<file path="src/rtl/dcc_pkg.sv">
// Constants for the eight-channel DMA request, address and count block.
// Assumes a 32-bit APB register bus and one 50 MHz clock.
// Overview of operation
// - Manual trigger bit forces exactly one transfer; otherwise wait for selected request.
// - Writing zero never clears the trigger bit; hardware clears it after the transfer.
// - Seven-bit select picks one of 128 peripheral request lines as the channel request.
// - Each channel holds a 16-bit primary RAM start address.
// - Each channel holds an independent 16-bit secondary RAM start address.
// - Each channel holds a 16-bit peripheral address used on every transfer.
// - A block is the count field plus one transfers.
// - Peripheral collision flags sit in bits 15 to 8, channel 7 highest.
// - RAM collision flags sit in bits 7 to 0, channel 7 highest.
// - Unimplemented bits read zero; all fields reset to zero.
// - A channel moves data only while its enable is one.
// - Direction one reads RAM and writes peripheral; zero the reverse.
// - Mode selects continuous, one-shot, and their alternating-buffer forms.
// - Half select raises block interrupt at half the block, else at the end.
package dcc_pkg;
    localparam int NUM_CH   = 8;
    localparam int NUM_REQ  = 128;
    localparam int CH_WORDS = 8;
    // Per-channel word index within a channel's 32-byte window
    localparam logic [2:0] IDX_CTRL = 3'h0;
    localparam logic [2:0] IDX_REQ  = 3'h1;
    localparam logic [2:0] IDX_PRI  = 3'h2;
    localparam logic [2:0] IDX_SEC  = 3'h3;
    localparam logic [2:0] IDX_PAD  = 3'h4;
    localparam logic [2:0] IDX_CNT  = 3'h5;
    // Shared registers, above the eight channel windows
    localparam logic [11:0] ADDR_COLL   = 12'h100;
    localparam logic [11:0] ADDR_IRQ_ST = 12'h104;
    localparam logic [11:0] ADDR_IRQ_MK = 12'h108;
    localparam logic [11:0] ADDR_CH_TOP = 12'h100;
    localparam int CTRL_ON   = 15;
    localparam int CTRL_DIR  = 13;
    localparam int CTRL_HALF = 12;
    localparam int REQ_FORCE = 15;
    localparam int CNT_W     = 10;
    localparam logic [15:0] CTRL_MASK = 16'hb003;
    localparam logic [15:0] REQ_MASK  = 16'h007f;
    localparam logic [15:0] CNT_MASK  = 16'h03ff;
    localparam logic [15:0] RST_16    = 16'h0000;
    localparam logic [1:0]  MODE_CONT    = 2'h0;
    localparam logic [1:0]  MODE_ONESHOT = 2'h1;
    localparam logic [1:0]  MODE_CONT_PP = 2'h2;
    localparam logic [1:0]  MODE_ONE_PP  = 2'h3;
    typedef enum logic [1:0] {
        DCC_IDLE = 2'b00,
        DCC_READ = 2'b01,
        DCC_WRITE = 2'b11,
        DCC_DONE = 2'b10
    } dcc_state_t;
endpackage

</file>
<file path="src/rtl/dcc_channel.sv">
// One channel's transfer engine: request pick, addressing, block count.
// Assumes the shared mover grants one access cycle pair at a time.
`timescale 1ns/1ps
`default_nettype none
module dcc_channel
    import dcc_pkg::*;
(
    input  wire logic                  clk_in,
    input  wire logic                  rst_in,
    input  wire logic [15:0]           ctrl_in,
    input  wire logic [6:0]            req_sel_in,
    input  wire logic                  force_in,
    input  wire logic [15:0]           pri_in,
    input  wire logic [15:0]           sec_in,
    input  wire logic [CNT_W-1:0]      cnt_in,
    input  wire logic [NUM_REQ-1:0]    req_lines_in,
    input  wire logic                  grant_in,
    input  wire logic                  step_done_in,
    output logic                       want_out,
    output logic [15:0]                ram_addr_out,
    output logic                       force_done_out,
    output logic                       block_irq_out,
    output logic                       ping_sel_out
);
    wire logic       on_w     = ctrl_in[CTRL_ON];
    wire logic [1:0] mode_w   = ctrl_in[1:0];
    wire logic       pp_w     = mode_w[1];
    wire logic       one_w    = mode_w[0];
    wire logic       req_w    = req_lines_in[req_sel_in];
    logic [CNT_W-1:0] done_q;
    logic             pend_q;
    logic             stop_q;
    logic             ping_q;
    logic             fdone_q;
    logic             birq_q;
    wire logic [CNT_W-1:0] half_w = (cnt_in >> 1);
    wire logic last_w  = (done_q == cnt_in);
    wire logic hit_w   = ctrl_in[CTRL_HALF] ? (done_q == half_w) : last_w;
    wire logic [15:0] base_w = ping_q ? sec_in : pri_in;
    assign want_out       = pend_q;
    assign ram_addr_out   = base_w + {6'h00, done_q};
    assign force_done_out = fdone_q;
    assign block_irq_out  = birq_q;
    assign ping_sel_out   = ping_q;
    always_ff @(posedge clk_in or posedge rst_in)
    begin
        if (rst_in)
        begin
            done_q  <= '0;
            pend_q  <= 1'b0;
            stop_q  <= 1'b0;
            ping_q  <= 1'b0;
            fdone_q <= 1'b0;
            birq_q  <= 1'b0;
        end
        else
        begin
            fdone_q <= 1'b0;
            birq_q  <= 1'b0;
            if (!on_w)
            begin
                pend_q <= 1'b0;
                stop_q <= 1'b0;
                done_q <= '0;
                ping_q <= 1'b0;
            end
            else if (step_done_in && grant_in)
            begin
                pend_q  <= 1'b0;
                fdone_q <= force_in;
                birq_q  <= hit_w;
                if (last_w)
                begin
                    done_q <= '0;
                    // One-shot alternating stops after the secondary buffer
                    if (one_w && (!pp_w || ping_q))
                        stop_q <= 1'b1;
                    if (pp_w)
                        ping_q <= ~ping_q;
                end
                else
                    done_q <= done_q + 1'b1;
            end
            // Trigger is cleared one cycle after its transfer; skip that cycle
            else if (!stop_q && ((force_in && !fdone_q) || req_w))
                pend_q <= 1'b1;
        end
    end
endmodule // dcc_channel
`default_nettype wire

</file>
<file path="src/rtl/dcc_top.sv">
// Register file, arbiter and data mover for the eight DMA channels.
// Assumes an APB master, a single-cycle DMA RAM and a single-cycle peripheral port.
`timescale 1ns/1ps
`default_nettype none
module dcc_top
    import dcc_pkg::*;
(
    input  wire logic                        clk_in,
    input  wire logic                        rst_in,
    input  wire logic                        psel_in,
    input  wire logic                        penable_in,
    input  wire logic                        pwrite_in,
    input  wire logic [11:0]                 paddr_in,
    input  wire logic [31:0]                 pwdata_in,
    output logic [31:0]                      prdata_out,
    output logic                             pready_out,
    output logic                             pslverr_out,
    input  wire logic [dcc_pkg::NUM_REQ-1:0] peripheral_request_line_in,
    input  wire logic [dcc_pkg::NUM_CH-1:0]  peripheral_collision_in,
    input  wire logic [dcc_pkg::NUM_CH-1:0]  ram_collision_in,
    output logic                             ram_en_out,
    output logic                             ram_we_out,
    output logic [15:0]                      ram_addr_out,
    output logic [15:0]                      ram_wdata_out,
    input  wire logic [15:0]                 ram_rdata_in,
    output logic                             per_en_out,
    output logic                             per_we_out,
    output logic [15:0]                      per_addr_out,
    output logic [15:0]                      per_wdata_out,
    input  wire logic [15:0]                 per_rdata_in,
    output logic                             irq_out
);
    import dcc_pkg::*;
    logic [15:0] ctrl_q [NUM_CH];
    logic [6:0]  sel_q  [NUM_CH];
    logic [15:0] pri_q  [NUM_CH];
    logic [15:0] sec_q  [NUM_CH];
    logic [15:0] pad_q  [NUM_CH];
    logic [CNT_W-1:0] cnt_q [NUM_CH];
    logic [NUM_CH-1:0] force_q;
    logic [15:0] coll_q;
    logic [NUM_CH-1:0] ist_q;
    logic [NUM_CH-1:0] imask_q;
    logic [31:0] prdata_q;
    logic        pready_q;
    logic        pslverr_q;
    logic        irq_q;
    dcc_state_t  state_q;
    logic [2:0]  cur_q;
    // Mover strobes and buses, each a flip-flop so the ports never glitch
    logic        ram_en_q;
    logic        ram_we_q;
    logic        per_en_q;
    logic        per_we_q;
    logic [15:0] ram_addr_q;
    logic [15:0] ram_wdata_q;
    logic [15:0] per_addr_q;
    logic [15:0] per_wdata_q;
    wire logic [NUM_CH-1:0] want_w;
    wire logic [NUM_CH-1:0] fdone_w;
    wire logic [NUM_CH-1:0] birq_w;
    wire logic [15:0] caddr_w [NUM_CH];
    wire logic [NUM_CH-1:0] step_w;

    // Access phase of a transfer; the slave answers one cycle later, from registered pready
    wire logic acc_w   = psel_in && penable_in && !pready_q;
    wire logic wr_w    = acc_w && pwrite_in;
    wire logic rd_w    = acc_w && !pwrite_in;
    wire logic in_ch_w = (paddr_in < ADDR_CH_TOP) && (paddr_in[1:0] == 2'h0);
    wire logic [2:0] ch_w  = paddr_in[7:5];
    wire logic [2:0] idx_w = paddr_in[4:2];
    wire logic [15:0] wd_w = pwdata_in[15:0];

    function automatic logic hit(input logic in_ch, input logic [2:0] ix, input logic [2:0] want_ix);
        hit = in_ch && (ix == want_ix);
    endfunction

    wire logic ok_w;
    assign ok_w = (in_ch_w && idx_w <= IDX_CNT)
                  || paddr_in == ADDR_COLL
                  || paddr_in == ADDR_IRQ_ST
                  || paddr_in == ADDR_IRQ_MK;

    // Unused offsets read as zero and answer with an error
    logic [15:0] rd_w16;
    always_comb
    begin
        rd_w16 = 16'h0000;
        if (hit(in_ch_w, idx_w, IDX_CTRL))
            rd_w16 = ctrl_q[ch_w];
        else if (hit(in_ch_w, idx_w, IDX_REQ))
            rd_w16 = {force_q[ch_w], 8'h00, sel_q[ch_w]};
        else if (hit(in_ch_w, idx_w, IDX_PRI))
            rd_w16 = pri_q[ch_w];
        else if (hit(in_ch_w, idx_w, IDX_SEC))
            rd_w16 = sec_q[ch_w];
        else if (hit(in_ch_w, idx_w, IDX_PAD))
            rd_w16 = pad_q[ch_w];
        else if (hit(in_ch_w, idx_w, IDX_CNT))
            rd_w16 = {6'h00, cnt_q[ch_w]};
        else if (paddr_in == ADDR_COLL)
            rd_w16 = coll_q;
        else if (paddr_in == ADDR_IRQ_ST)
            rd_w16 = {8'h00, ist_q};
        else if (paddr_in == ADDR_IRQ_MK)
            rd_w16 = {8'h00, imask_q};
    end

    // Fixed priority: lowest pending channel wins
    logic [2:0] pick_w;
    logic       any_w;
    always_comb
    begin
        pick_w = 3'h0;
        any_w  = 1'b0;
        for (int i = NUM_CH - 1; i >= 0; i--)
        begin
            if (want_w[i])
            begin
                pick_w = 3'(i);
                any_w  = 1'b1;
            end
        end
    end

    wire logic dir_w = ctrl_q[cur_q][CTRL_DIR];

    genvar g;
    generate
        for (g = 0; g < NUM_CH; g++)
        begin : g_ch
            // Software write aimed at this channel's window
            wire logic wr_sel_w = wr_w && in_ch_w && (ch_w == 3'(g));
            assign step_w[g] = (state_q == DCC_DONE) && (cur_q == 3'(g));
            dcc_channel u_ch (
                .clk_in         (clk_in),
                .rst_in         (rst_in),
                .ctrl_in        (ctrl_q[g]),
                .req_sel_in     (sel_q[g]),
                .force_in       (force_q[g]),
                .pri_in         (pri_q[g]),
                .sec_in         (sec_q[g]),
                .cnt_in         (cnt_q[g]),
                .req_lines_in   (peripheral_request_line_in),
                .grant_in       (step_w[g]),
                .step_done_in   (step_w[g]),
                .want_out       (want_w[g]),
                .ram_addr_out   (caddr_w[g]),
                .force_done_out (fdone_w[g]),
                .block_irq_out  (birq_w[g]),
                .ping_sel_out   ()
            );

            always_ff @(posedge clk_in or posedge rst_in)
            begin
                if (rst_in)
                begin
                    ctrl_q[g]  <= RST_16;
                    sel_q[g]   <= 7'h00;
                    pri_q[g]   <= RST_16;
                    sec_q[g]   <= RST_16;
                    pad_q[g]   <= RST_16;
                    cnt_q[g]   <= '0;
                    force_q[g] <= 1'b0;
                end
                else
                begin
                    if (wr_sel_w)
                    begin
                        if (idx_w == IDX_CTRL)
                            ctrl_q[g] <= wd_w & CTRL_MASK;
                        if (idx_w == IDX_REQ)
                            sel_q[g] <= wd_w[6:0];
                        if (idx_w == IDX_PRI)
                            pri_q[g] <= wd_w;
                        if (idx_w == IDX_SEC)
                            sec_q[g] <= wd_w;
                        if (idx_w == IDX_PAD)
                            pad_q[g] <= wd_w;
                        if (idx_w == IDX_CNT)
                            cnt_q[g] <= wd_w[CNT_W-1:0];
                    end
                    // Software may set but never clear; a fresh set beats completion
                    if (wr_sel_w && idx_w == IDX_REQ && wd_w[REQ_FORCE])
                        force_q[g] <= 1'b1;
                    else if (fdone_w[g])
                        force_q[g] <= 1'b0;
                end
            end
        end
    endgenerate

    // Write zero clears a flag; a new collision in the same cycle keeps it set
    wire logic [15:0] coll_set_w = {peripheral_collision_in, ram_collision_in};
    wire logic [15:0] coll_keep_w = (wr_w && paddr_in == ADDR_COLL) ? (coll_q & wd_w) : coll_q;
    wire logic [NUM_CH-1:0] ist_keep_w = (rd_w && paddr_in == ADDR_IRQ_ST) ? '0 : ist_q;
    // A block event landing in the read-clear cycle survives the clear
    wire logic [NUM_CH-1:0] ist_next_w = ist_keep_w | birq_w;

    always_ff @(posedge clk_in or posedge rst_in)
    begin
        if (rst_in)
        begin
            coll_q    <= RST_16;
            ist_q     <= '0;
            imask_q   <= '0;
            prdata_q  <= 32'h0000_0000;
            pready_q  <= 1'b0;
            pslverr_q <= 1'b0;
            irq_q     <= 1'b0;
        end
        else
        begin
            coll_q   <= coll_keep_w | coll_set_w;
            ist_q    <= ist_next_w;
            irq_q    <= |(ist_next_w & imask_q);
            pready_q <= acc_w;
            pslverr_q <= acc_w && !ok_w;
            if (wr_w && paddr_in == ADDR_IRQ_MK)
                imask_q <= wd_w[NUM_CH-1:0];
            if (rd_w)
                prdata_q <= {16'h0000, rd_w16};
        end
    end

    always_ff @(posedge clk_in or posedge rst_in)
    begin
        if (rst_in)
        begin
            state_q     <= DCC_IDLE;
            cur_q       <= 3'h0;
            ram_en_q    <= 1'b0;
            ram_we_q    <= 1'b0;
            per_en_q    <= 1'b0;
            per_we_q    <= 1'b0;
            ram_addr_q  <= 16'h0000;
            ram_wdata_q <= 16'h0000;
            per_addr_q  <= 16'h0000;
            per_wdata_q <= 16'h0000;
        end
        else
        begin
            ram_en_q <= 1'b0;
            ram_we_q <= 1'b0;
            per_en_q <= 1'b0;
            per_we_q <= 1'b0;
            case (state_q)
                DCC_IDLE:
                begin
                    if (any_w)
                    begin
                        cur_q   <= pick_w;
                        state_q <= DCC_READ;
                        ram_addr_q <= caddr_w[pick_w];
                        per_addr_q <= pad_q[pick_w];
                        if (ctrl_q[pick_w][CTRL_DIR])
                            ram_en_q <= 1'b1;
                        else
                            per_en_q <= 1'b1;
                    end
                end
                DCC_READ:
                    state_q <= DCC_WRITE;
                DCC_WRITE:
                begin
                    state_q <= DCC_DONE;
                    if (dir_w)
                    begin
                        per_en_q    <= 1'b1;
                        per_we_q    <= 1'b1;
                        per_wdata_q <= ram_rdata_in;
                    end
                    else
                    begin
                        ram_en_q    <= 1'b1;
                        ram_we_q    <= 1'b1;
                        ram_wdata_q <= per_rdata_in;
                    end
                end
                DCC_DONE:
                    state_q <= DCC_IDLE;
                default:
                    state_q <= DCC_IDLE;
            endcase
        end
    end

    assign prdata_out    = prdata_q;
    assign pready_out    = pready_q;
    assign pslverr_out   = pslverr_q;
    assign irq_out       = irq_q;
    assign ram_en_out    = ram_en_q;
    assign ram_we_out    = ram_we_q;
    assign ram_addr_out  = ram_addr_q;
    assign ram_wdata_out = ram_wdata_q;
    assign per_en_out    = per_en_q;
    assign per_we_out    = per_we_q;
    assign per_addr_out  = per_addr_q;
    assign per_wdata_out = per_wdata_q;
endmodule // dcc_top
`default_nettype wire
</file>
<file path="config.mk">
export PLATFORM = sky130hd
export DESIGN_NAME = dcc_top
export DESIGN_NICKNAME = d
export VERILOG_FILES = /design/src/rtl/dcc_pkg.sv /design/src/rtl/dcc_channel.sv /design/src/rtl/dcc_top.sv
export SDC_FILE = /design/constraint.sdc
export NUM_CORES = 2
export LEC_CHECK = 0
export BUFFER_PORTS_ARGS = -buffer_cell sky130_fd_sc_hd__buf_2
export CAP_MARGIN = 20
export CORE_ASPECT_RATIO = 2
export CORE_MARGIN = 2
export CORE_UTILIZATION = 45
export DETAILED_ROUTE_END_ITERATION = 8
export PLACE_DENSITY_LB_ADDON = 0.3
export SYNTH_ARGS = -nofsm -noshare
export SYNTH_HDL_FRONTEND = slang
export SYNTH_SLANG_ARGS = --single-unit
export TNS_END_PERCENT = 100
</file>
<file path="constraint.sdc">
create_clock -name clk_in -period 34.7 [get_ports clk_in]
set_input_delay 5.205 -clock clk_in [delete_from_list [all_inputs] [get_ports clk_in]]
set_output_delay 5.205 -clock clk_in [all_outputs]
set_load 0.01 [all_outputs]
</file>
* After elaboration in Yosys (flattened, before gate mapping) *
Cells that the tools add are included.

cells by class
  add/subtract/negate cells = 16
  $lt $le $gt $ge = 14
  eq/ne operators = 82
  multiplexer cells = 263
  bitwise logic cells = 16
  reduce and logical (&&, ||, !) cells = 200

operators by type and width
  cell                                                   number
  two-way mux 16 bit                                     28
  binary-select mux 16 bit (select 3 bit)                8
  two-way mux 10 bit                                     26
  two-way mux 1 bit                                      169
  adder 16 x 10 -> 16 bit                                8
  AND reduction 2 bit                                    51
  adder 10 x 1 -> 10 bit, second input constant          8
  == test 10 bit                                         8
  == test 10 x 9 -> 1 bit                                8
  logical AND 1 bit                                      73
  < comparator 7 x 8 -> 1 bit, second input constant     8
  binary-select mux 1 bit (select 7 bit)                 8
  two-way mux 14 bit                                     4
  inequality test 2 x 1 -> 1 bit, second input constant  24
  AND reduction 3 bit                                    16
  == test 12 x 9 -> 1 bit, second input constant         3
  binary-select mux 10 bit (select 3 bit)                1
  == test 3 bit, second input constant                   10
  zero test 1 bit                                        27
  two-way mux 3 bit                                      8
  two-way mux 8 bit                                      3
  inequality test 3 x 1 -> 1 bit, second input constant  8
  binary-select mux 7 bit (select 3 bit)                 1
  logical OR 1 bit                                       19
  other kinds (24)                                       64

word-level totals
  register bits = 812
  input bits = 225
  output and inout port bits = 103
  word-level logic and storage cells = 712

* Depth between registers and ports, before layout *
  depth in word-level cells = 15
  gate-level depth with buffers = 15
  mapped depth without buffers = 12

* Hierarchy *
From an unflattened synthesis, not the netlist that was laid out.

unflattened totals
  cells, all modules = 4738
  area, all modules = 56070.0 um^2

by module, submodules not included
  module                           times used  cells an instance  area an instance (um^2)  seq. area each (um^2)
  dcc_top                          1           2370               33343.2                  17316.6
  dcc_channel at g_ch[0].u_ch ...  3           301                2854.0                   375.4
  dcc_channel at g_ch[3].u_ch ...  3           292                2832.7                   375.4
  dcc_channel at g_ch[7].u_ch      1           299                2841.5                   375.4
  dcc_channel at g_ch[6].u_ch      1           290                2825.2                   375.4

* Worst setup path after synthesis *
No wires, ideal clock.

  path kind = input port to flip-flop
  from = input port paddr_in[5]
  to = register prdata_q[15] (netlist: prdata_out[15])
  library setup time = 137 ps
  arrival = 7301 ps
  required time = 34563 ps
  path slack = 27262 ps
  stages on the path = 8
  path buffers = 3
  path through = buf_2 buf_2 buf_1 mux4_2 mux2i_1 nor2_1 a2111oi_0 a21oi_1

between the ends
  longest elaborated chain between the ends = 9
  elaborated cells between the ends (all ways) = 31
  classes of those cells = order compare (1); eq/ne (1); mux (21); bitwise (1); reduce/logical (7)

RTL lines
  item                                                                                 line                          text
  start, declared                                                                      dcc_top.sv:13                 input wire logic [11:0] paddr_in,
  < comparator 12 x 9 -> 1 bit / NOT 3 -> 4 bit (equally long branches)                -
  logical AND 1 bit / binary-select mux 16 bit (select 3 bit) (equally long branches)  dcc_top.sv:69, dcc_top.sv:98
  logical AND 1 bit / two-way mux 16 bit (equally long branches)                       dcc_top.sv:75, dcc_top.sv:98
  two-way mux 16 bit (on tied branches)                                                dcc_top.sv:99, dcc_top.sv:98
  two-way mux 16 bit                                                                   dcc_top.sv:97                 else if (hit(in_ch_w, idx_w, IDX_PAD))
  two-way mux 16 bit                                                                   dcc_top.sv:95                 else if (hit(in_ch_w, idx_w, IDX_SEC))
  two-way mux 16 bit                                                                   dcc_top.sv:93                 else if (hit(in_ch_w, idx_w, IDX_PRI))
  two-way mux 16 bit                                                                   dcc_top.sv:91                 else if (hit(in_ch_w, idx_w, IDX_REQ))
  two-way mux 16 bit (*)                                                               dcc_top.sv:89                 if (hit(in_ch_w, idx_w, IDX_CTRL))
  end signal, assigned                                                                 dcc_top.sv:222                prdata_q <= {16'h0000, rd_w16};
  end, declared                                                                        dcc_top.sv:44                 logic [31:0] prdata_q;

Mark *: on every way between the ends. The rest lies on a longest branch, timed or not. The select of a mux whose other input is x is not followed.
A chain may end at the register's enable or synchronous reset.

==> reports/metrics.cfg <==
[critical_path]
crit_top_cell = buf_4
max_stage_delay_ns = 0.85
crit_path_end_kind = asynchronous set/reset pin
crit_chain = buf_2, inv_8, buf_4, buf_12, buf_4, buf_4
crit_required_ns = 35.43
crit_fanout = 155
crit_arrival_ns = 9.11
worst-path-stages = 6
cp_top_family = buffers and inverters
critPathSlowestCell = buf_4
start_kind = input pin
crit_start = rst_in
path_class = in2async
rr_worst_depth = 8
path_buf_inv = 6
r2r_start = g_ch[4].u_ch.want_out$_DFFE_PP0P_

[placed_design]
detailedPlacementHpwl_mm = 157.1
io_buffer_count = 295
pre_cts_ws_ns = 25.38
placed_cells = 6236
gp_congestion = 1.027
place_area_mm2 = 0.05730

[timing]
final_hold_viol_count = 0
worst_pin_slew_ns = 1.215
max-slew-margin-rel_pct = 19.03
final-setup-viol-count = 0
rsz0062_at_grt = no
tns_ns = 0
slew_viol_final = 0
period_share_pct = 24.15
layout_min_cycle_time_ns = 8.381
timing.fmax_ghz = 0.1193
finalWorstSetupSlack_ns = 26.32
finClkSkew_ns = 0.03001

[clocking]
clk_latency_ns = 0.70
cts_resized = 0
clockBufferDepth = 3
cts_setup_buffers = 0
ctsRootBufferMaster = clkbuf_16
hold_buffers = 0
cts.clk_slew.worst_paths_ns = 0.07
cts_tree = built
htreeDepth = 3
cts_num_sinks = 812
cts_buffers = 75

[finish]
layout.cells.non_filler = 6390
nets = 5099
fillers = 10860
drive_gt1_share_pct = 34.31
final_area_mm2 = 0.05997
multi_input_area_mm2 = 0.03255
area_growth_pct = 10.03
seqCellArea_mm2 = 0.02033

[global_routing]
grt_use_met2_pct = 57.42
use_met3_pct = 8.063
grt_max_degree = 156
gr-total-overflow = 0
globalRouteTotalUtil_pct = 34.83
antenna_found_initial = 27
grt_busiest_layer = met2
grt_pass1_vias = 42930
use_met1_pct = 34.85
grt_pass1_wl_mm = 307.6

[route]
vias = 42340
dr.pass1.iters = 7
antenna_left = 0
avgRoutedWirePerCell_um = 33.74
vias_per_cell = 6.625
drcViolationCount = 0
drtIter0Drc = 4047
wl_mm = 215.6

[yosys]
synth.distinct_cells = 88
synth-seq-area-share_pct = 37.28
syn_area_mm2 = 0.05450
ys_ff_latch = 812
synth_ff_type = dfrtp_1
yosys.area.top_type = dfrtp_1
synth_area_leaders = dfrtp_1, mux4_2, mux2_2
postSynthCellCount = 4633
synth-edff-count = 0
synthArstFlopShare_pct = 100.0
netlist.area_leader.share_pct = 37.28
yosysWarnings = 0
syn_area_per_cell_um2 = 11.76

[outcome]
outcome = completed

[worst_hold_path]
min_path_cells = 1
hold_path.class = reg2reg
hold_path_startpoint = g_ch[6].u_ch.block_irq_out$_DFF_PP0_

[run]
cap_violations = 0

[floorplan]
rows = 180
initial_core_util_pct = 45.32
io-pin-count = 328
dieArea_mm2 = 0.1241
core_mm2 = 0.1203
fp.dieW_um = 250.1
die_h_um = 496.2

[power]
p_per_area_mw_per_mm2 = 36.80
max-vdd-ir-drop_mv = 0.03390
p_total_w = 0.002207
p_leak_nw = 26.21

==> path summary, 6_finish.rpt <==
| path | end | slack, ns |
|---|---|---|
| max reg2reg | ram_addr_out[12]$_DFFE_PP0P_ | 29.59 |
| min reg2reg | ist_q[6]$_DFF_PP0_ | 0.46 |
| max | cnt_q[47]$_DFFE_PP0P_ | 26.32 |
| min in group asynchronous | sec_q[7]$_DFFE_PP0P_ | 4.68 |
| max in group clk_in | prdata_out[6]$_DFFE_PP0P_ | 26.32 |
| min | ist_q[6]$_DFF_PP0_ | 0.46 |
==> through the flow <==
step	hold WS [ns]	util, %
detailed placement	0.4392	47.65
finish	0.4580	49.87
floorplan	0.4237	-
global placement	0.4389	47.62
CTS	0.4562	49.73
global route	0.4732	49.85
==> placed cells by master (no fill, tap or decap), types with 17 or more instances in the layout <==
cell / synthesis / routed
a211oi_1: 35 / 35
a21o_1: 29 / 29
a21oi_1: 113 / 113
a22o_1: 17 / 17
a31oi_1: 27 / 27
and2_1: 23 / 21
and3_1: 52 / 52
buf_2: 55 / 293
buf_4: 25 / 90
clkbuf_16: 0 / 76
dfrtp_1: 812 / 804
ha_1: 92 / 92
inv_1: 70 / 69
mux2_1: 27 / 27
mux2_2: 606 / 606
mux2i_1: 124 / 124
mux4_2: 474 / 474
nand2_1: 464 / 461
nand2b_1: 44 / 43
nand3_1: 135 / 135
nand4_1: 54 / 54
nor2_1: 200 / 200
nor2b_1: 58 / 57
nor3_1: 53 / 52
nor4_1: 22 / 20
o211ai_1: 24 / 24
o21ai_0: 136 / 135
o22ai_1: 48 / 48
xnor2_1: 164 / 164
xor2_1: 139 / 139
==> synthesized netlist by cell type, types with 113 or more instances <==
cell type and count:
a21oi_1 113, clkbuf_1 200, dfrtp_1 812, mux2_2 606, mux2i_1 124, mux4_2 474
nand2_1 464, nand3_1 135, nor2_1 200, o21ai_0 136, xnor2_1 164, xor2_1 139
==> where the power goes <==
| group | internal (W) | switching [W] | total [W] |
|---|---|---|---|
| clock | 0.000480 | 0.000396 | 0.000876 |
| sequential | 0.000968 | 0.0000173 | 0.000985 |
| combinational | 0.0000982 | 0.000247 | 0.000345 |
| total | 0.00155 | 0.000661 | 0.00221 |
==> cell type report <==
type | instances | area share (%)
multi-input cells | 3418 | 54.27
diodes | 14 | 0.05842
inverters | 74 | 0.4757
well taps | 1547 | 3.228
flip-flops and latches | 812 | 33.90
clock inverters | 35 | 0.6447
clock buffers | 97 | 3.536
repair buffers | 393 | 3.885
==> worst register-to-register path, delay by kind of cell (launching register included) <==
kind / cells / cell delay [ns]
AOI/OAI and AO/OA: 4 / 1.48
DFF: 1 / 0.53
buffers and inverters: 1 / 0.83
and+or+nand+nor: 3 / 2.14
==> routing by layer <==
metal	part of all wire (%)	vias to the layer above
met5	0.063	-
met4	13	20
met3	7.6	856
met2	48	2262
met1	32	21540
li1	-	17660
==> flip-flops by register name, summed over array words and instances (netlist names), 40 cells and up <==
register and flops:
ctrl_q 40, cnt_q 80, pad_q 128, sel_q 56, g_ch.u_ch.done_q 80, pri_q 128
sec_q 128
==> kinds of logic (layout without fill, tap and decap cells) <==
logic type / after synthesis / count (layout) / share of synthesized area (%)
xor gates and xnor gates: 303 / 303 / 4.869
muxes: 1231 / 1231 / 34.94
buffers and inverters: 418 / 599 / 3.179
AOI/OAI and AO/OA: 559 / 559 / 6.643
other: 1 / 30 / 0.006880
adders and majority gates: 100 / 100 / 2.406
DFF: 812 / 812 / 37.28
and+or+nand+nor: 1209 / 1209 / 10.67
Power figures use the tool's default switching activity.
